--- src/rtl/write_guard_consts.vh ---
/*
 * constants of the write guard and addressing block: command codes, register
 * reset values, protection codes and address offset table.
 * assumes it is included by its bare name from files under rtl/.
 */
`ifndef WRITE_GUARD_CONSTS_VH
`define WRITE_GUARD_CONSTS_VH

// command codes
`define CMD_PAGE           8'h00
`define CMD_OPERATION      8'h01
`define CMD_ON_OFF_CONFIG  8'h02
`define CMD_CLEAR_FAULTS   8'h03
`define CMD_WRITE_GUARD    8'h10
`define CMD_STORE_ALL      8'h15
`define CMD_BCAST_MASK     8'hE4
`define CMD_ADDR_BASE      8'hE6
`define CMD_NV_UNLOCK      8'hF0

// protection codes held in write_guard_level
`define GUARD_CODE_NONE    8'h00
`define GUARD_CODE_LVL2    8'h40
`define GUARD_CODE_LVL1    8'h80

// resolved protection levels
`define LEVEL_NONE         2'h0
`define LEVEL_ONE          2'h1
`define LEVEL_TWO          2'h2

// page values
`define PAGE_BCAST         8'hFF
`define PAGE_LAST_CH       8'h03

// reset values
`define RST_PAGE           8'h00
`define RST_GUARD_LEVEL    8'h00
`define RST_BCAST_MASK     4'hF
`define RST_ADDR_BASE      7'h5C

// register field widths
`define BCAST_MASK_W       4
`define ADDR_BASE_W        7

// address offset chosen by {addr_sel_in1, addr_sel_in0}
`define ADDR_OFS_SEL00     4'h0
`define ADDR_OFS_SEL01     4'h1
`define ADDR_OFS_SEL10     4'h4
`define ADDR_OFS_SEL11     4'h2

`endif

--- src/rtl/guard_permit.v ---
/*
 * combinational check of whether a write to a command is permitted
 * at a given resolved protection level.
 * assumes the level is resolved by the caller.
 */
`timescale 1ns/1ps
`default_nettype none
`include "write_guard_consts.vh"

module guard_permit
(
    input  wire [1:0] level,
    input  wire [7:0] cmd,
    output wire       permit
);

    // commands open at level one
    function lvl1_open;
        input [7:0] c;
        begin
            lvl1_open = (c == `CMD_WRITE_GUARD) || (c == `CMD_PAGE) ||
                        (c == `CMD_NV_UNLOCK) || (c == `CMD_STORE_ALL);
        end
    endfunction

    // commands open at level two
    function lvl2_open;
        input [7:0] c;
        begin
            lvl2_open = lvl1_open(c) || (c == `CMD_OPERATION) ||
                        (c == `CMD_BCAST_MASK) || (c == `CMD_CLEAR_FAULTS);
        end
    endfunction

    assign permit = (level == `LEVEL_ONE) ? lvl1_open(cmd) :
                    (level == `LEVEL_TWO) ? lvl2_open(cmd) :
                    1'b1;

endmodule // guard_permit

`default_nettype wire

--- src/rtl/bus_address_gen.v ---
/*
 * forms the 7-bit bus slave address from the base and the select inputs.
 * assumes select inputs are static or synchronous to the caller's clock.
 */
`timescale 1ns/1ps
`default_nettype none
`include "write_guard_consts.vh"

module bus_address_gen
(
    input  wire [6:0] base,
    input  wire       sel0,
    input  wire       sel1,
    output wire [6:0] dev_addr
);

    // offset lookup, range 0 to 4
    function [3:0] sel_offset;
        input [1:0] s;
        begin
            case (s)
                2'b00:   sel_offset = `ADDR_OFS_SEL00;
                2'b01:   sel_offset = `ADDR_OFS_SEL01;
                2'b10:   sel_offset = `ADDR_OFS_SEL10;
                default: sel_offset = `ADDR_OFS_SEL11;
            endcase
        end
    endfunction

    wire [3:0] ofs;

    assign ofs      = sel_offset({sel1, sel0});
    assign dev_addr = base + {3'b000, ofs};

endmodule // bus_address_gen

`default_nettype wire

--- src/rtl/pmbus_write_guard_addressing.v ---
/*
 * write guard, broadcast channel mask and bus address forming for a
 * four-channel power manager command slave.
 * assumes a serial slave engine in front that decodes address bytes and
 * command transactions into single-cycle requests, and command storage
 * behind that takes forwarded accesses to commands not held here.
 */
//
// Behaviour
// - reads of supported commands allowed at any level
// - nonvolatile contents readable at every protection level
// - level one blocks all but four commands
// - level two adds operation, mask, clear faults
// - zero code with pin low opens all writes; host writes codes
// - protect pin high requests level two
// - effective level is the more restrictive one
// - four mask bits gate broadcast page accesses
// - mask zero ignores broadcast, one responds fully
// - mask upper four bits read zero
// - address is base plus offset zero to four
// - acknowledge only own computed address
// - both selects high give offset two
// - base address resets to 0x5C
// - base bits six to zero writable
// - base bit seven reads zero
// - broadcast page writes limited, others fault
// - paged read at broadcast page faults
// - broadcast mask resets all channels enabled
// - protection register resets to none
`timescale 1ns/1ps
`default_nettype none
`include "write_guard_consts.vh"

module pmbus_write_guard_addressing
#(
    parameter NUM_CH = 4
)
(
    input  wire              sys_clk,
    input  wire              nrst,
    input  wire              wp_pin,
    input  wire              addr_sel_in0,
    input  wire              addr_sel_in1,
    input  wire              addr_valid,
    input  wire [6:0]        addr_byte,
    input  wire              req_valid,
    input  wire              req_write,
    input  wire [7:0]        req_cmd,
    input  wire [7:0]        req_wdata,
    input  wire              req_paged,
    output reg               addr_ack,
    output reg  [6:0]        dev_addr,
    output reg               rsp_valid,
    output reg               rsp_ok,
    output reg               rsp_local,
    output reg  [7:0]        rsp_rdata,
    output reg               fwd_valid,
    output reg               fwd_write,
    output reg  [7:0]        fwd_cmd,
    output reg  [7:0]        fwd_wdata,
    output reg  [NUM_CH-1:0] fwd_ch,
    output reg  [1:0]        prot_level,
    output reg  [7:0]        page_out,
    output reg               comm_fault_flag
);

    // held registers
    reg  [7:0]        page_reg;
    reg  [7:0]        guard_level_reg;
    reg  [3:0]        bcast_mask_reg;
    reg  [6:0]        addr_base_reg;

    reg  [7:0]        page_next;
    reg  [7:0]        guard_level_next;
    reg  [3:0]        bcast_mask_next;
    reg  [6:0]        addr_base_next;
    reg               fault_next;

    reg  [1:0]        level_now;
    reg               is_local;
    reg               bcast_page;
    reg               bcast_cmd_ok;
    reg               accept;
    reg               fault_set;
    reg               fault_clr;
    reg  [7:0]        local_rdata;
    reg  [NUM_CH-1:0] ch_sel;

    wire              permit;
    wire [6:0]        addr_calc;
    wire              bcast_en_ch0;
    wire              bcast_en_ch1;
    wire              bcast_en_ch2;
    wire              bcast_en_ch3;
    wire [3:0]        bcast_en;

    // resolve the protection level from register and pin
    function [1:0] resolve_level;
        input [7:0] code;
        input       pin;
        begin
            if (code == `GUARD_CODE_LVL1)
                resolve_level = `LEVEL_ONE;
            else if (pin || (code == `GUARD_CODE_LVL2))
                resolve_level = `LEVEL_TWO;
            else
                resolve_level = `LEVEL_NONE;
        end
    endfunction

    // commands that may be written with the broadcast page
    function bcast_allowed;
        input [7:0] c;
        begin
            bcast_allowed = (c == `CMD_CLEAR_FAULTS) ||
                            (c == `CMD_OPERATION) ||
                            (c == `CMD_ON_OFF_CONFIG);
        end
    endfunction

    // only defined protection codes are stored
    function guard_code_ok;
        input [7:0] v;
        begin
            guard_code_ok = (v == `GUARD_CODE_NONE) ||
                            (v == `GUARD_CODE_LVL1) ||
                            (v == `GUARD_CODE_LVL2);
        end
    endfunction

    // commands whose registers are held in this block
    function held_local;
        input [7:0] c;
        begin
            held_local = (c == `CMD_PAGE) ||
                         (c == `CMD_WRITE_GUARD) ||
                         (c == `CMD_BCAST_MASK) ||
                         (c == `CMD_ADDR_BASE);
        end
    endfunction

    // per-channel broadcast enables of the mask
    assign bcast_en_ch0 = bcast_mask_reg[0];
    assign bcast_en_ch1 = bcast_mask_reg[1];
    assign bcast_en_ch2 = bcast_mask_reg[2];
    assign bcast_en_ch3 = bcast_mask_reg[3];
    assign bcast_en     = {bcast_en_ch3, bcast_en_ch2, bcast_en_ch1, bcast_en_ch0};

    guard_permit u_permit
    (
        .level  (level_now),
        .cmd    (req_cmd),
        .permit (permit)
    );

    bus_address_gen u_addr
    (
        .base     (addr_base_reg),
        .sel0     (addr_sel_in0),
        .sel1     (addr_sel_in1),
        .dev_addr (addr_calc)
    );

    // request decode
    always @*
    begin
        level_now    = resolve_level(guard_level_reg, wp_pin);
        is_local     = held_local(req_cmd);
        bcast_page   = (page_reg == `PAGE_BCAST);
        bcast_cmd_ok = bcast_allowed(req_cmd);
        accept       = 1'b0;
        fault_set    = 1'b0;
        fault_clr    = 1'b0;
        ch_sel       = {NUM_CH{1'b0}};
        local_rdata  = 8'h00;

        // channel targets of the access
        if (bcast_page)
            ch_sel = bcast_en[NUM_CH-1:0];
        else if (page_reg <= `PAGE_LAST_CH)
            ch_sel[page_reg[1:0]] = 1'b1;

        // read data of the held registers
        case (req_cmd)
            `CMD_PAGE:        local_rdata = page_reg;
            `CMD_WRITE_GUARD: local_rdata = guard_level_reg;
            `CMD_BCAST_MASK:  local_rdata = {4'h0, bcast_mask_reg};
            `CMD_ADDR_BASE:   local_rdata = {1'b0, addr_base_reg};
            default:          local_rdata = 8'h00;
        endcase

        if (req_valid)
        begin
            if (!req_write)
            begin
                // reads never depend on the protection level
                if (req_paged && bcast_page)
                    fault_set = 1'b1;
                else
                    accept = 1'b1;
            end
            else if (!permit)
                fault_set = 1'b1;
            else if (req_paged && bcast_page && !bcast_cmd_ok)
                fault_set = 1'b1;
            else if (req_cmd == `CMD_WRITE_GUARD && !guard_code_ok(req_wdata))
                fault_set = 1'b1;
            else
            begin
                accept    = 1'b1;
                fault_clr = (req_cmd == `CMD_CLEAR_FAULTS);
            end
        end
    end

    // register updates
    always @*
    begin
        page_next        = page_reg;
        guard_level_next = guard_level_reg;
        bcast_mask_next  = bcast_mask_reg;
        addr_base_next   = addr_base_reg;
        if (accept && req_write)
        begin
            case (req_cmd)
                `CMD_PAGE:
                    page_next = req_wdata;
                `CMD_WRITE_GUARD:
                    guard_level_next = req_wdata;
                `CMD_BCAST_MASK:
                    bcast_mask_next = req_wdata[3:0];
                `CMD_ADDR_BASE:
                    addr_base_next = req_wdata[6:0];
                default:
                    page_next = page_reg;
            endcase
        end
        // a fault arriving with a clear still sets the flag
        fault_next = (comm_fault_flag & ~fault_clr) | fault_set;
    end

    // page and protection registers
    always @(posedge sys_clk or negedge nrst)
    begin
        if (!nrst)
        begin
            page_reg        <= `RST_PAGE;
            guard_level_reg <= `RST_GUARD_LEVEL;
        end
        else
        begin
            page_reg        <= page_next;
            guard_level_reg <= guard_level_next;
        end
    end

    // broadcast mask and address base registers
    always @(posedge sys_clk or negedge nrst)
    begin
        if (!nrst)
        begin
            bcast_mask_reg  <= `RST_BCAST_MASK;
            addr_base_reg   <= `RST_ADDR_BASE;
        end
        else
        begin
            bcast_mask_reg  <= bcast_mask_next;
            addr_base_reg   <= addr_base_next;
        end
    end

    // sticky communication fault flag
    always @(posedge sys_clk or negedge nrst)
    begin
        if (!nrst)
            comm_fault_flag <= 1'b0;
        else
            comm_fault_flag <= fault_next;
    end

    // address matching
    always @(posedge sys_clk or negedge nrst)
    begin
        if (!nrst)
        begin
            addr_ack <= 1'b0;
            dev_addr <= `RST_ADDR_BASE;
        end
        else
        begin
            addr_ack <= addr_valid && (addr_byte == addr_calc);
            dev_addr <= addr_calc;
        end
    end

    // visible protection level and page
    always @(posedge sys_clk or negedge nrst)
    begin
        if (!nrst)
        begin
            prot_level <= `LEVEL_NONE;
            page_out   <= `RST_PAGE;
        end
        else
        begin
            prot_level <= level_now;
            page_out   <= page_next;
        end
    end

    // answer to the request
    always @(posedge sys_clk or negedge nrst)
    begin
        if (!nrst)
        begin
            rsp_valid <= 1'b0;
            rsp_ok    <= 1'b0;
            rsp_local <= 1'b0;
            rsp_rdata <= 8'h00;
        end
        else
        begin
            rsp_valid <= req_valid;
            rsp_ok    <= accept;
            rsp_local <= req_valid && is_local;
            rsp_rdata <= (req_valid && !req_write && is_local) ? local_rdata : 8'h00;
        end
    end

    // forward to command storage
    always @(posedge sys_clk or negedge nrst)
    begin
        if (!nrst)
        begin
            fwd_valid <= 1'b0;
            fwd_write <= 1'b0;
            fwd_cmd   <= 8'h00;
            fwd_wdata <= 8'h00;
            fwd_ch    <= {NUM_CH{1'b0}};
        end
        else
        begin
            fwd_valid <= accept && !is_local;
            fwd_write <= req_valid && req_write;
            fwd_cmd   <= req_valid ? req_cmd : fwd_cmd;
            fwd_wdata <= req_valid ? req_wdata : fwd_wdata;
            fwd_ch    <= (accept && req_paged) ? ch_sel : {NUM_CH{1'b0}};
        end
    end

endmodule // pmbus_write_guard_addressing

`default_nettype wire

--- config.mk ---
export PLATFORM = sky130hd
export DESIGN_NAME = pmbus_write_guard_addressing
export DESIGN_NICKNAME = d
export VERILOG_FILES = /design/src/rtl/guard_permit.v /design/src/rtl/bus_address_gen.v /design/src/rtl/pmbus_write_guard_addressing.v
export VERILOG_INCLUDE_DIRS = /design/src /design/src/rtl
export SDC_FILE = /design/constraint.sdc
export NUM_CORES = 1
export LEC_CHECK = 0
export BUFFER_PORTS_ARGS = -buffer_cell sky130_fd_sc_hd__buf_2
export CORE_ASPECT_RATIO = 0.75
export CORE_MARGIN = 4
export CORE_UTILIZATION = 47
export DETAILED_ROUTE_END_ITERATION = 16
export PLACE_DENSITY = 0.72
export SLEW_MARGIN = 40
export SYNTH_ARGS = -nofsm -noshare
export SYNTH_HDL_FRONTEND = slang
export SYNTH_HIERARCHICAL = 1
export SYNTH_SLANG_ARGS = --single-unit
export TNS_END_PERCENT = 30
--- constraint.sdc ---
create_clock -name sys_clk -period 2.5 [get_ports sys_clk]
set_input_delay 0.25 -clock sys_clk [delete_from_list [all_inputs] [get_ports sys_clk]]
set_output_delay 0.25 -clock sys_clk [all_outputs]
set_load 0.02 [all_outputs]
# Word-level counts from Yosys, hierarchy flattened
# Cells that the tools add are included.
# Widths: inputs -> output; s select.
# op_classes
n_addsub,1
order_cmp,3
eq_ne,18
n_mux,29
bitwise,3
reduce_logical,36
# op_table
cell,n
$eq 8x8->1 const B,6
$pmux 8 s4,1
$mux 1,20
$eq 8x2->1 const B,2
$eq 8x5->1 const B,2
$eq 8x7->1 const B,2
$logic_not 8->1,2
$logic_or 1x1->1,13
$logic_and 1x1->1,12
$mux 4,3
$pmux 3 s3,1
$eq 8x1->1 const B,1
$le 8x2->1 const B,1
$mux 8,1
$reduce_and 2->1,4
$add 7x3->7,1
$eq 7x7->1,1
$eq 2x1->1 const B,2
$eq 2x2->1 const B,2
$logic_not 1->1,4
$mux 2,2
$lt 2x3->1 const B,1
$demux 1 s2,1
$ge 2x1->1 const B,1
other kinds (4),4
# word_totals
reg_bits,71
in_bits,32
word_cells,107

# Longest topological paths before layout
# Gate-level depths: netlist (run 1).
# depth
word_depth,15
ltp_mapped,12

# Hierarchy
# Netlist (run 1), hierarchy kept.
# modules_own_cells
mod,n_inst,cells_per_inst,area_each_um2,seq_area_each_um2
pmbus_write_guard_addressing,1,223,2956.6,1791.7
bus_address_gen,1,24,193.9,0.0
guard_permit,1,12,93.8,0.0

# Worst setup path after synthesis (run 1)
# OpenSTA, ideal clock, no wires.
# synth_timing
path_kind,reg2reg
from,register guard_level_reg[3]
to,register guard_level_reg[6]
setup_time_ns,0.125
t_arrival_ns,2.585
t_required_ns,2.375
path_slack_ns,-0.210
path_stages_with_launch,13
path_buffers,2
cell_sequence,dfrtp_1 -> or4_1 -> nor3_1 -> nand2_1 -> a21oi_1 -> nor2_1 -> xnor2_1 -> a211o_1 -> and3_1 -> clkbuf_1 -> and4_1 -> buf_4 -> mux2_2
# synth_between
elab_chain_cells,12
word_cells_on_any_way,14
# synth_rtl
item,line_no,text
from (decl),pmbus_write_guard_addressing.v:69,reg [7:0] guard_level_reg;
from (signal assigned),pmbus_write_guard_addressing.v:248,guard_level_reg <= `RST_GUARD_LEVEL;
from (signal assigned),pmbus_write_guard_addressing.v:253,guard_level_reg <= guard_level_next;
$eq 8x7->1 (no line),-,
$logic_or 1x1->1,pmbus_write_guard_addressing.v:104,else if (pin || (code == `GUARD_CODE_LVL2))
$mux 2,pmbus_write_guard_addressing.v:104,
$mux 2 (*),pmbus_write_guard_addressing.v:102,if (code == `GUARD_CODE_LVL1)
net level_now[1],pmbus_write_guard_addressing.v:79,reg [1:0] level_now;
$eq 2x2->1 (no line),-,
$mux 1,guard_permit.v:36,(level == `LEVEL_TWO) ? lvl2_open(cmd) :
$mux 1 (*),guard_permit.v:35,assign permit = (level == `LEVEL_ONE) ? lvl1_open(cmd) :
net permit,pmbus_write_guard_addressing.v:89,wire permit;
$mux 1 (*),pmbus_write_guard_addressing.v:202,else if (!permit)
$mux 1 (*),pmbus_write_guard_addressing.v:194,if (!req_write)
$mux 1 (*),pmbus_write_guard_addressing.v:192,if (req_valid)
$logic_and 1x1->1 (*),pmbus_write_guard_addressing.v:223,if (accept && req_write)
$reduce_and 2->1 (no line) (*),-,
# Mark *: on every way through the listed nets, which the timed path passes. The rest lies on a longest branch.
# A chain may end at the register's enable or synchronous reset.

# Worst setup path in the final report (run 1)
# layout_timing
from,register guard_level_reg[2]
to,register addr_base_reg[5]
# layout_between
elab_chain_cells,12
word_cells_on_any_way,14
# layout_rtl
item,line_no,text
$eq 8x7->1 (no line),-,
$logic_or 1x1->1,pmbus_write_guard_addressing.v:104,
$mux 2,pmbus_write_guard_addressing.v:104,
$mux 2 (*),pmbus_write_guard_addressing.v:102,
net level_now[1],pmbus_write_guard_addressing.v:79,
$eq 2x2->1 (no line),-,
$mux 1,guard_permit.v:36,
$mux 1 (*),guard_permit.v:35,
net permit,pmbus_write_guard_addressing.v:89,
$mux 1 (*),pmbus_write_guard_addressing.v:202,
$mux 1 (*),pmbus_write_guard_addressing.v:194,
$mux 1 (*),pmbus_write_guard_addressing.v:192,
$logic_and 1x1->1 (*),pmbus_write_guard_addressing.v:223,
$reduce_and 2->1 (no line) (*),-,
to (signal assigned),pmbus_write_guard_addressing.v:263,addr_base_reg <= `RST_ADDR_BASE;
to (signal assigned),pmbus_write_guard_addressing.v:268,addr_base_reg <= addr_base_next;
to (decl),pmbus_write_guard_addressing.v:71,reg [6:0] addr_base_reg;
# Marked as above.

==> results of run 1 <==
==> metrics by stage <==
step	util	std cells	setup WS (ns)	instance area, µm²
after floorplan	-	259	-0.141	3260
after global placement	0.587	427	-0.177	3820
after detailed placement	0.588	427	-0.253	3820
after CTS	0.627	443	-0.170	4080
after global routing	0.634	443	-0.323	4130
final	0.634	443	-0.202	4130
==> report_power, final <==
part,internal (µW),leakage (µW),switching (µW)
clock network,614,0.000112,437
logic,107,0.000972,163
registers,1190,0.000894,21.2
==> Yosys cell counts (all sizes together) <==
library cell / instances
dfrtp: 59
mux2: 44
nor2: 16
dfstp: 12
nand2: 12
nor2b: 11
xnor2: 11
a21oi: 9
nor3: 9
inv: 8
a32oi: 6
nand4: 6
clkbuf: 5
o21ai: 5
a22oi: 4
and3: 4
buf: 4
nand3: 4
or4: 4
ha: 3
a2111oi: 2
and2: 2
or3: 2
xor2: 2
a211o: 1
a211oi: 1
a32o: 1
a41o: 1
a41oi: 1
and4: 1
fa: 1
mux2i: 1
nand2b: 1
nand3b: 1
nor3b: 1
nor4: 1
nor4bb: 1
o2111ai: 1
or3b: 1
==> logic make-up (layout without fill, tap and decap cells) <==
logic type | after synthesis | in the layout | share of synthesized area
AO/OA/AOI/OAI | 32 | 32 | 0.0737
adder cells (fa/ha/maj) | 4 | 4 | 0.0177
buffers and inverters | 17 | 120 | 0.0228
flip-flops | 71 | 71 | 0.552
multiplexers | 45 | 45 | 0.156
AND/OR/NAND/NOR | 77 | 77 | 0.143
XOR/XNOR | 13 | 13 | 0.0351
==> area by class of cell <==
class	count	area, µm²	area share
Clock buffer	11	151	0.0367
Clock inverter	5	80.1	0.0194
Inverter	8	30.0	0.00727
Multi-Input combinational cell	171	1460	0.353
Sequential cell	71	1790	0.434
Tap cell	81	101	0.0246
Timing Repair Buffer	96	517	0.125
==> critical path: stages (launching register included) <==
cell	delay (ns)
dfrtp_1	0.38
or4_4	0.55
nor3_4	0.20
nand2_2	0.09
a21oi_2	0.13
nor2_2	0.05
xnor2_1	0.12
a211o_1	0.29
and3_4	0.19
nand4_2	0.21
mux2_2	0.36
==> timing repair <==
item | 4_1_cts | 5_1_grt
hold buffers | 0 | 0
gates resized for setup | 8 | 18
endpoints found under the setup margin | 34 | 34
pin swaps | 0 | 8
buffers inserted | 0 | 1
==> layer usage <==
metal / vias up / global-route usage
met2: 86 / 0.286
met1: 1205 / 0.300
met4: 0 / 0.0744
li1: 1134 / -
met3: 8 / 0.0558
met5: - / 0
==> worst paths after layout <==
kind,slack (ns),to,cells past startpoint,from
max in group asynchronous,2.08,fwd_write,2,nrst
worst min register to register,0.50,fwd_wdata[3],1,fwd_wdata[3]
worst max register to register,-0.20,addr_base_reg[5],10,guard_level_reg[2]
worst min-delay path,-0.002,fwd_wdata[1],2,nrst
min in group sys_clk,0.15,addr_ack,3,addr_valid
worst max-delay path,-0.20,addr_base_reg[5],10,guard_level_reg[2]
==> results.yml, run 1 <==
status:
  outcome: "finished, violations left"
  violations: "negative hold slack, negative setup slack"
sta:
  fmax_mhz: 370
  tns_ns: -4.33
  worst_pin_slew_ns: 0.651
  final_max_slew_viol_count: 0
  setup_violations: 33
  hold_viol_final: 3
  min_period_over_period: 1.08
  fin_skew_ns: 0.0110
  max_slew_margin: 0.562
  finalWorstSetupSlack_ns: -0.202
  period_minus_slack_ns: 2.70
  holdWs_ns: -0.00191
  rsz0062_at_grt: "yes"
clocking:
  root_buffer: "clkbuf_8"
  h-tree-depth: 3
  cts_sinks: 71
  numCtsBuffers: 9
  clk-insertion-delay-late_ns: 0.35
  clk_pin_slew_ns: 0.08
  cts_tree: "yes"
  cts_buffer_depth: 2
drt:
  wl_met1_mm: 3.91
  remaining_drc_errors: 0
  vias: 2433
  wl_met3_um: 614
  dr.pass1.iters: 4
  wire_per_inst_um: 18.2
  vias_per_cell: 5.49
  ant_nets: 0
  route.met2.wl_mm: 3.42
  highest_layer: "met4"
  wl_mm: 8.06
  first_iter_violations: 164
power_and_ir_drop:
  peakVddDrop_v: 0.000407
  total_power_uw: 2530
  power_leakage_uw: 0.00198
  p_per_area_mw_per_mm2: 614
floorplan:
  die_area_mm2: 0.00831
  die_y_um: 80.0
  start_util: 0.499
  die_x_um: 104
  core_mm2: 0.00651
  ioPinCount: 84
  rows: 25
worst_setup_path:
  crit_required_ns: 2.73
  end_kind: "flip-flop"
  startpoint_type: "flip-flop"
  crit_arrival_ns: 2.93
  cp_max_fo: 7
  critical_path_class: "flip-flop to flip-flop"
global_routing:
  antenna_found_initial: 0
  grt_pass1_wl_mm: 13.1
  gr-usage-all-layers: 0.204
  grt_pass1_vias: 2436
  grt_max_degree: 72
  grt_overflow: 0
synthesis:
  synth.net_count: 295
  synth_cell_types: 49
  ys_ff_latch: 71
  synth_area_leaders: "dfrtp_1 (46%), mux2_2 (15%), dfstp_2 (9.7%)"
  yosysTopAreaCell: "dfrtp_1"
  syn_inst: 259
  syn_area_mm2: 0.00324
  synth_area_per_cell_um2: 12.5
  yosysTopAreaCellShare: 0.455
  synth-seq-area-share: 0.552
  yosysWarnings: 6
worst_hold_path:
  min-delay-path-class: "input port to async pin"
finish:
  nets: 393
  final_cell_mix: "buf_2 (83), dfrtp_1 (59), mux2_2 (36)"
  drive_gt1_frac: 0.536
  final_common_cell: "buf_2"
  nFillCells: 530
  num_antenna_cells: 0
  area.growth.synth_to_final_pct: 27.2
placement:
  io_buffers: 83
  place.gp.congestion: 0.942
  hpwl_mm: 5.85
job:
  maxCapViolCount: 0
(Power assumes the default switching activity.)
==> run 2, diff against run 1 <==
--- a/config.mk
+++ b/config.mk
@@ -6,12 +6,13 @@
 export SDC_FILE = /design/constraint.sdc
 export NUM_CORES = 1
 export LEC_CHECK = 0
+export ABC_AREA = 1
 export BUFFER_PORTS_ARGS = -buffer_cell sky130_fd_sc_hd__buf_2
 export CORE_ASPECT_RATIO = 0.75
 export CORE_MARGIN = 4
-export CORE_UTILIZATION = 47
+export CORE_UTILIZATION = 48
 export DETAILED_ROUTE_END_ITERATION = 16
-export PLACE_DENSITY = 0.72
+export PLACE_DENSITY = 0.73
 export SLEW_MARGIN = 40
 export SYNTH_ARGS = -nofsm -noshare
 export SYNTH_HDL_FRONTEND = slang
==> run 2 against run 1 <==
Compared with the run above: the run now ends clean; synthesized cell count grew 68%; clock skew shrank 0.0019 ns; cell area grew 2.6%; non-clock buffer count shrank 9; combinational power is essentially flat.
==> results.yml, run 2 <==
power_and_ir_drop:
  power_leakage_uw: 0.00238
  p_per_area_mw_per_mm2: 563
  peakVddDrop_v: 0.000274
drt:
  route.met2.wl_mm: 3.79
  vias_per_cell: 4.93
  wl_met3_um: 763
  ant_nets: 0
  dr.pass1.iters: 7
  highest_layer: "met4"
  vias: 3094
  wl_mm: 8.95
  first_iter_violations: 296
  wl_met1_mm: 4.30
  wire_per_inst_um: 14.3
  remaining_drc_errors: 0
clocking:
  cts_tree: "yes"
  cts_buffer_depth: 2
  cts_sinks: 71
  h-tree-depth: 3
  clk_pin_slew_ns: 0.07
  cts_repair_resize_count: 0
  root_buffer: "clkbuf_8"
  clk-insertion-delay-late_ns: 0.35
  numCtsBuffers: 9
worst_setup_path:
  critical_path_class: "flip-flop to flip-flop"
  end_kind: "flip-flop"
  startpoint_type: "flip-flop"
  crit_chain: "nor2_1 -> nand3_1 -> nor2_1 -> nor2_1 -> inv_1 -> nor2_1 -> nand2_1 -> nand2_1 -> nand2_1 -> nand3_2 -> nor2_8 -> nand2_2 -> nand2_1 -> nand2_1"
  critPathMaxStageDelay_ns: 0.43
  critPathSlowestCell: "dfrtp_1"
  crit_required_ns: 2.74
  cp_max_fo: 10
  crit_arrival_ns: 2.45
  crit_top_cell: "nand2_1"
sta:
  rsz0062_at_grt: "no"
  fin_skew_ns: 0.00907
  fmax_mhz: 452
  tns_ns: 0
  hold_viol_final: 0
  final_max_slew_viol_count: 0
  worst_pin_slew_ns: 0.724
  period_minus_slack_ns: 2.21
  min_period_over_period: 0.885
  max_slew_margin: 0.514
  setup_violations: 0
synthesis:
  ys_ff_latch: 71
  synth_cell_types: 31
  synth-seq-area-share: 0.512
  synth_area_leaders: "dfrtp_1 (42%), nand2_1 (16%), dfstp_2 (9.0%)"
  yosysWarnings: 6
  synth_ff_type: "dfrtp_1"
  yosysTopAreaCellShare: 0.422
  syn_area_mm2: 0.00350
  synth.most_common_cell: "nand2_1"
  synth_edf_count: 0
  netlist_top_cells_count: "nand2_1 (150), dfrtp_1 (59), inv_1 (57), nor2_1 (41), nand3_1 (30)"
  yosysTopAreaCell: "dfrtp_1"
  syn_inst: 434
  async_flop_share: 1.00
  synth_area_per_cell_um2: 8.06
  synth.net_count: 470
floorplan:
  rows: 26
  core_mm2: 0.00696
  die_y_um: 81.9
  start_util: 0.503
  die_x_um: 107
  die_area_mm2: 0.00873
  ioPinCount: 84
placement:
  placed_cells: 608
  hpwl_mm: 6.75
  io_buffers: 83
  place_area_mm2: 0.00401
  place.gp.congestion: 0.879
global_routing:
  antenna_found_initial: 0
  gr-usage-all-layers: 0.213
  grt_pass1_wl_mm: 14.2
  grt_pass1_vias: 2747
  grt_max_degree: 41
  grt_overflow: 0
finish:
  final_area_mm2: 0.00424
  area.growth.synth_to_final_pct: 21.1
  post-route-util: 0.608
  drive_gt1_frac: 0.257
  instances_no_fill: 628
  final_common_cell: "nand2_1"
  num_antenna_cells: 0
  final_cell_mix: "nand2_1 (150), buf_2 (82), dfrtp_1 (59)"
  nets: 561
worst_hold_path:
  min-delay-path-class: "input port to flip-flop"
job:
  maxCapViolCount: 0
status:
  outcome: "completed"
[run 2: what timing repair did]
item / in CTS / in global routing
setup buffers: 0 / 2
setup endpoints to repair: 0 / 3
hold buffers: 1 / 0
hold endpoints to repair: 22 / 0
[run 2: path summary, 6_finish.rpt]
| check | slack, ns | from | cells after the start | to |
|---|---|---|---|---|
| worst max-delay path | 0.29 | guard_level_reg[5] | 14 | page_out[3] |
| worst min-delay path | 0.1 | addr_valid | 3 | addr_ack |
| worst max register to register | 0.29 | guard_level_reg[5] | 14 | page_out[3] |
| worst min register to register | 0.47 | guard_level_reg[1] | 2 | guard_level_reg[1] |
| max in group asynchronous | 1.50 | nrst | 3 | bcast_en[3] |
| min in group asynchronous | 0.38 | nrst | 2 | prot_level[1] |
[run 2: where the power goes]
group	total, µW	switching [µW]	internal [µW]	leakage [µW]
Clock	903	444	459	0.000100
Sequential	1210	21.6	1190	0.000902
Combinational	272	186	86.6	0.00138
Total	2390	651	1730	0.00238
[run 2: worst max-delay path: cells and delay by family (launching register included)]
| family | cells | cell delay [ns] |
|---|---|---|
| buf+inv | 1 | 0.07 |
| flops | 1 | 0.43 |
| simple gates | 13 | 1.61 |
[run 2: area by class of cell]
cell class / instances / area [µm²]
sequential: 71 / 1790
multi-input combinational: 294 / 1440
clock buffer: 10 / 128
fill: 670 / 2730
inverter: 62 / 233
tap: 98 / 123
timing repair buffer: 87 / 463
clock inverter: 6 / 62.6
[run 2: layer usage]
layer / up-vias / GRT usage
met2: 115 / 0.290
met5: - / 0
met4: 0 / 0.0600
met3: 11 / 0.0526
met1: 1445 / 0.331
li1: 1523 / -
[run 2: through the flow]
step / total power (µW) / hold WS [ns] / setup WS [ns]
2_1_floorplan: 1370 / -0.0456 / 0.783
3_3_place_gp: 1490 / 0.346 / 0.420
3_5_place_dp: 1500 / 0.358 / 0.260
4_1_cts: 2400 / 0.0867 / 0.265
5_1_grt: 2490 / 0.0854 / 0.0482
6_report: 2390 / 0.0994 / 0.289
[run 2: kinds of logic after synthesis]
kind of cell	count (synthesis)	share of synthesized area
xor+xnor	8	0.0200
fa+ha+maj	4	0.0165
compound gates	32	0.0597
flops	71	0.512
buf+inv	70	0.0808
simple gates	249	0.311
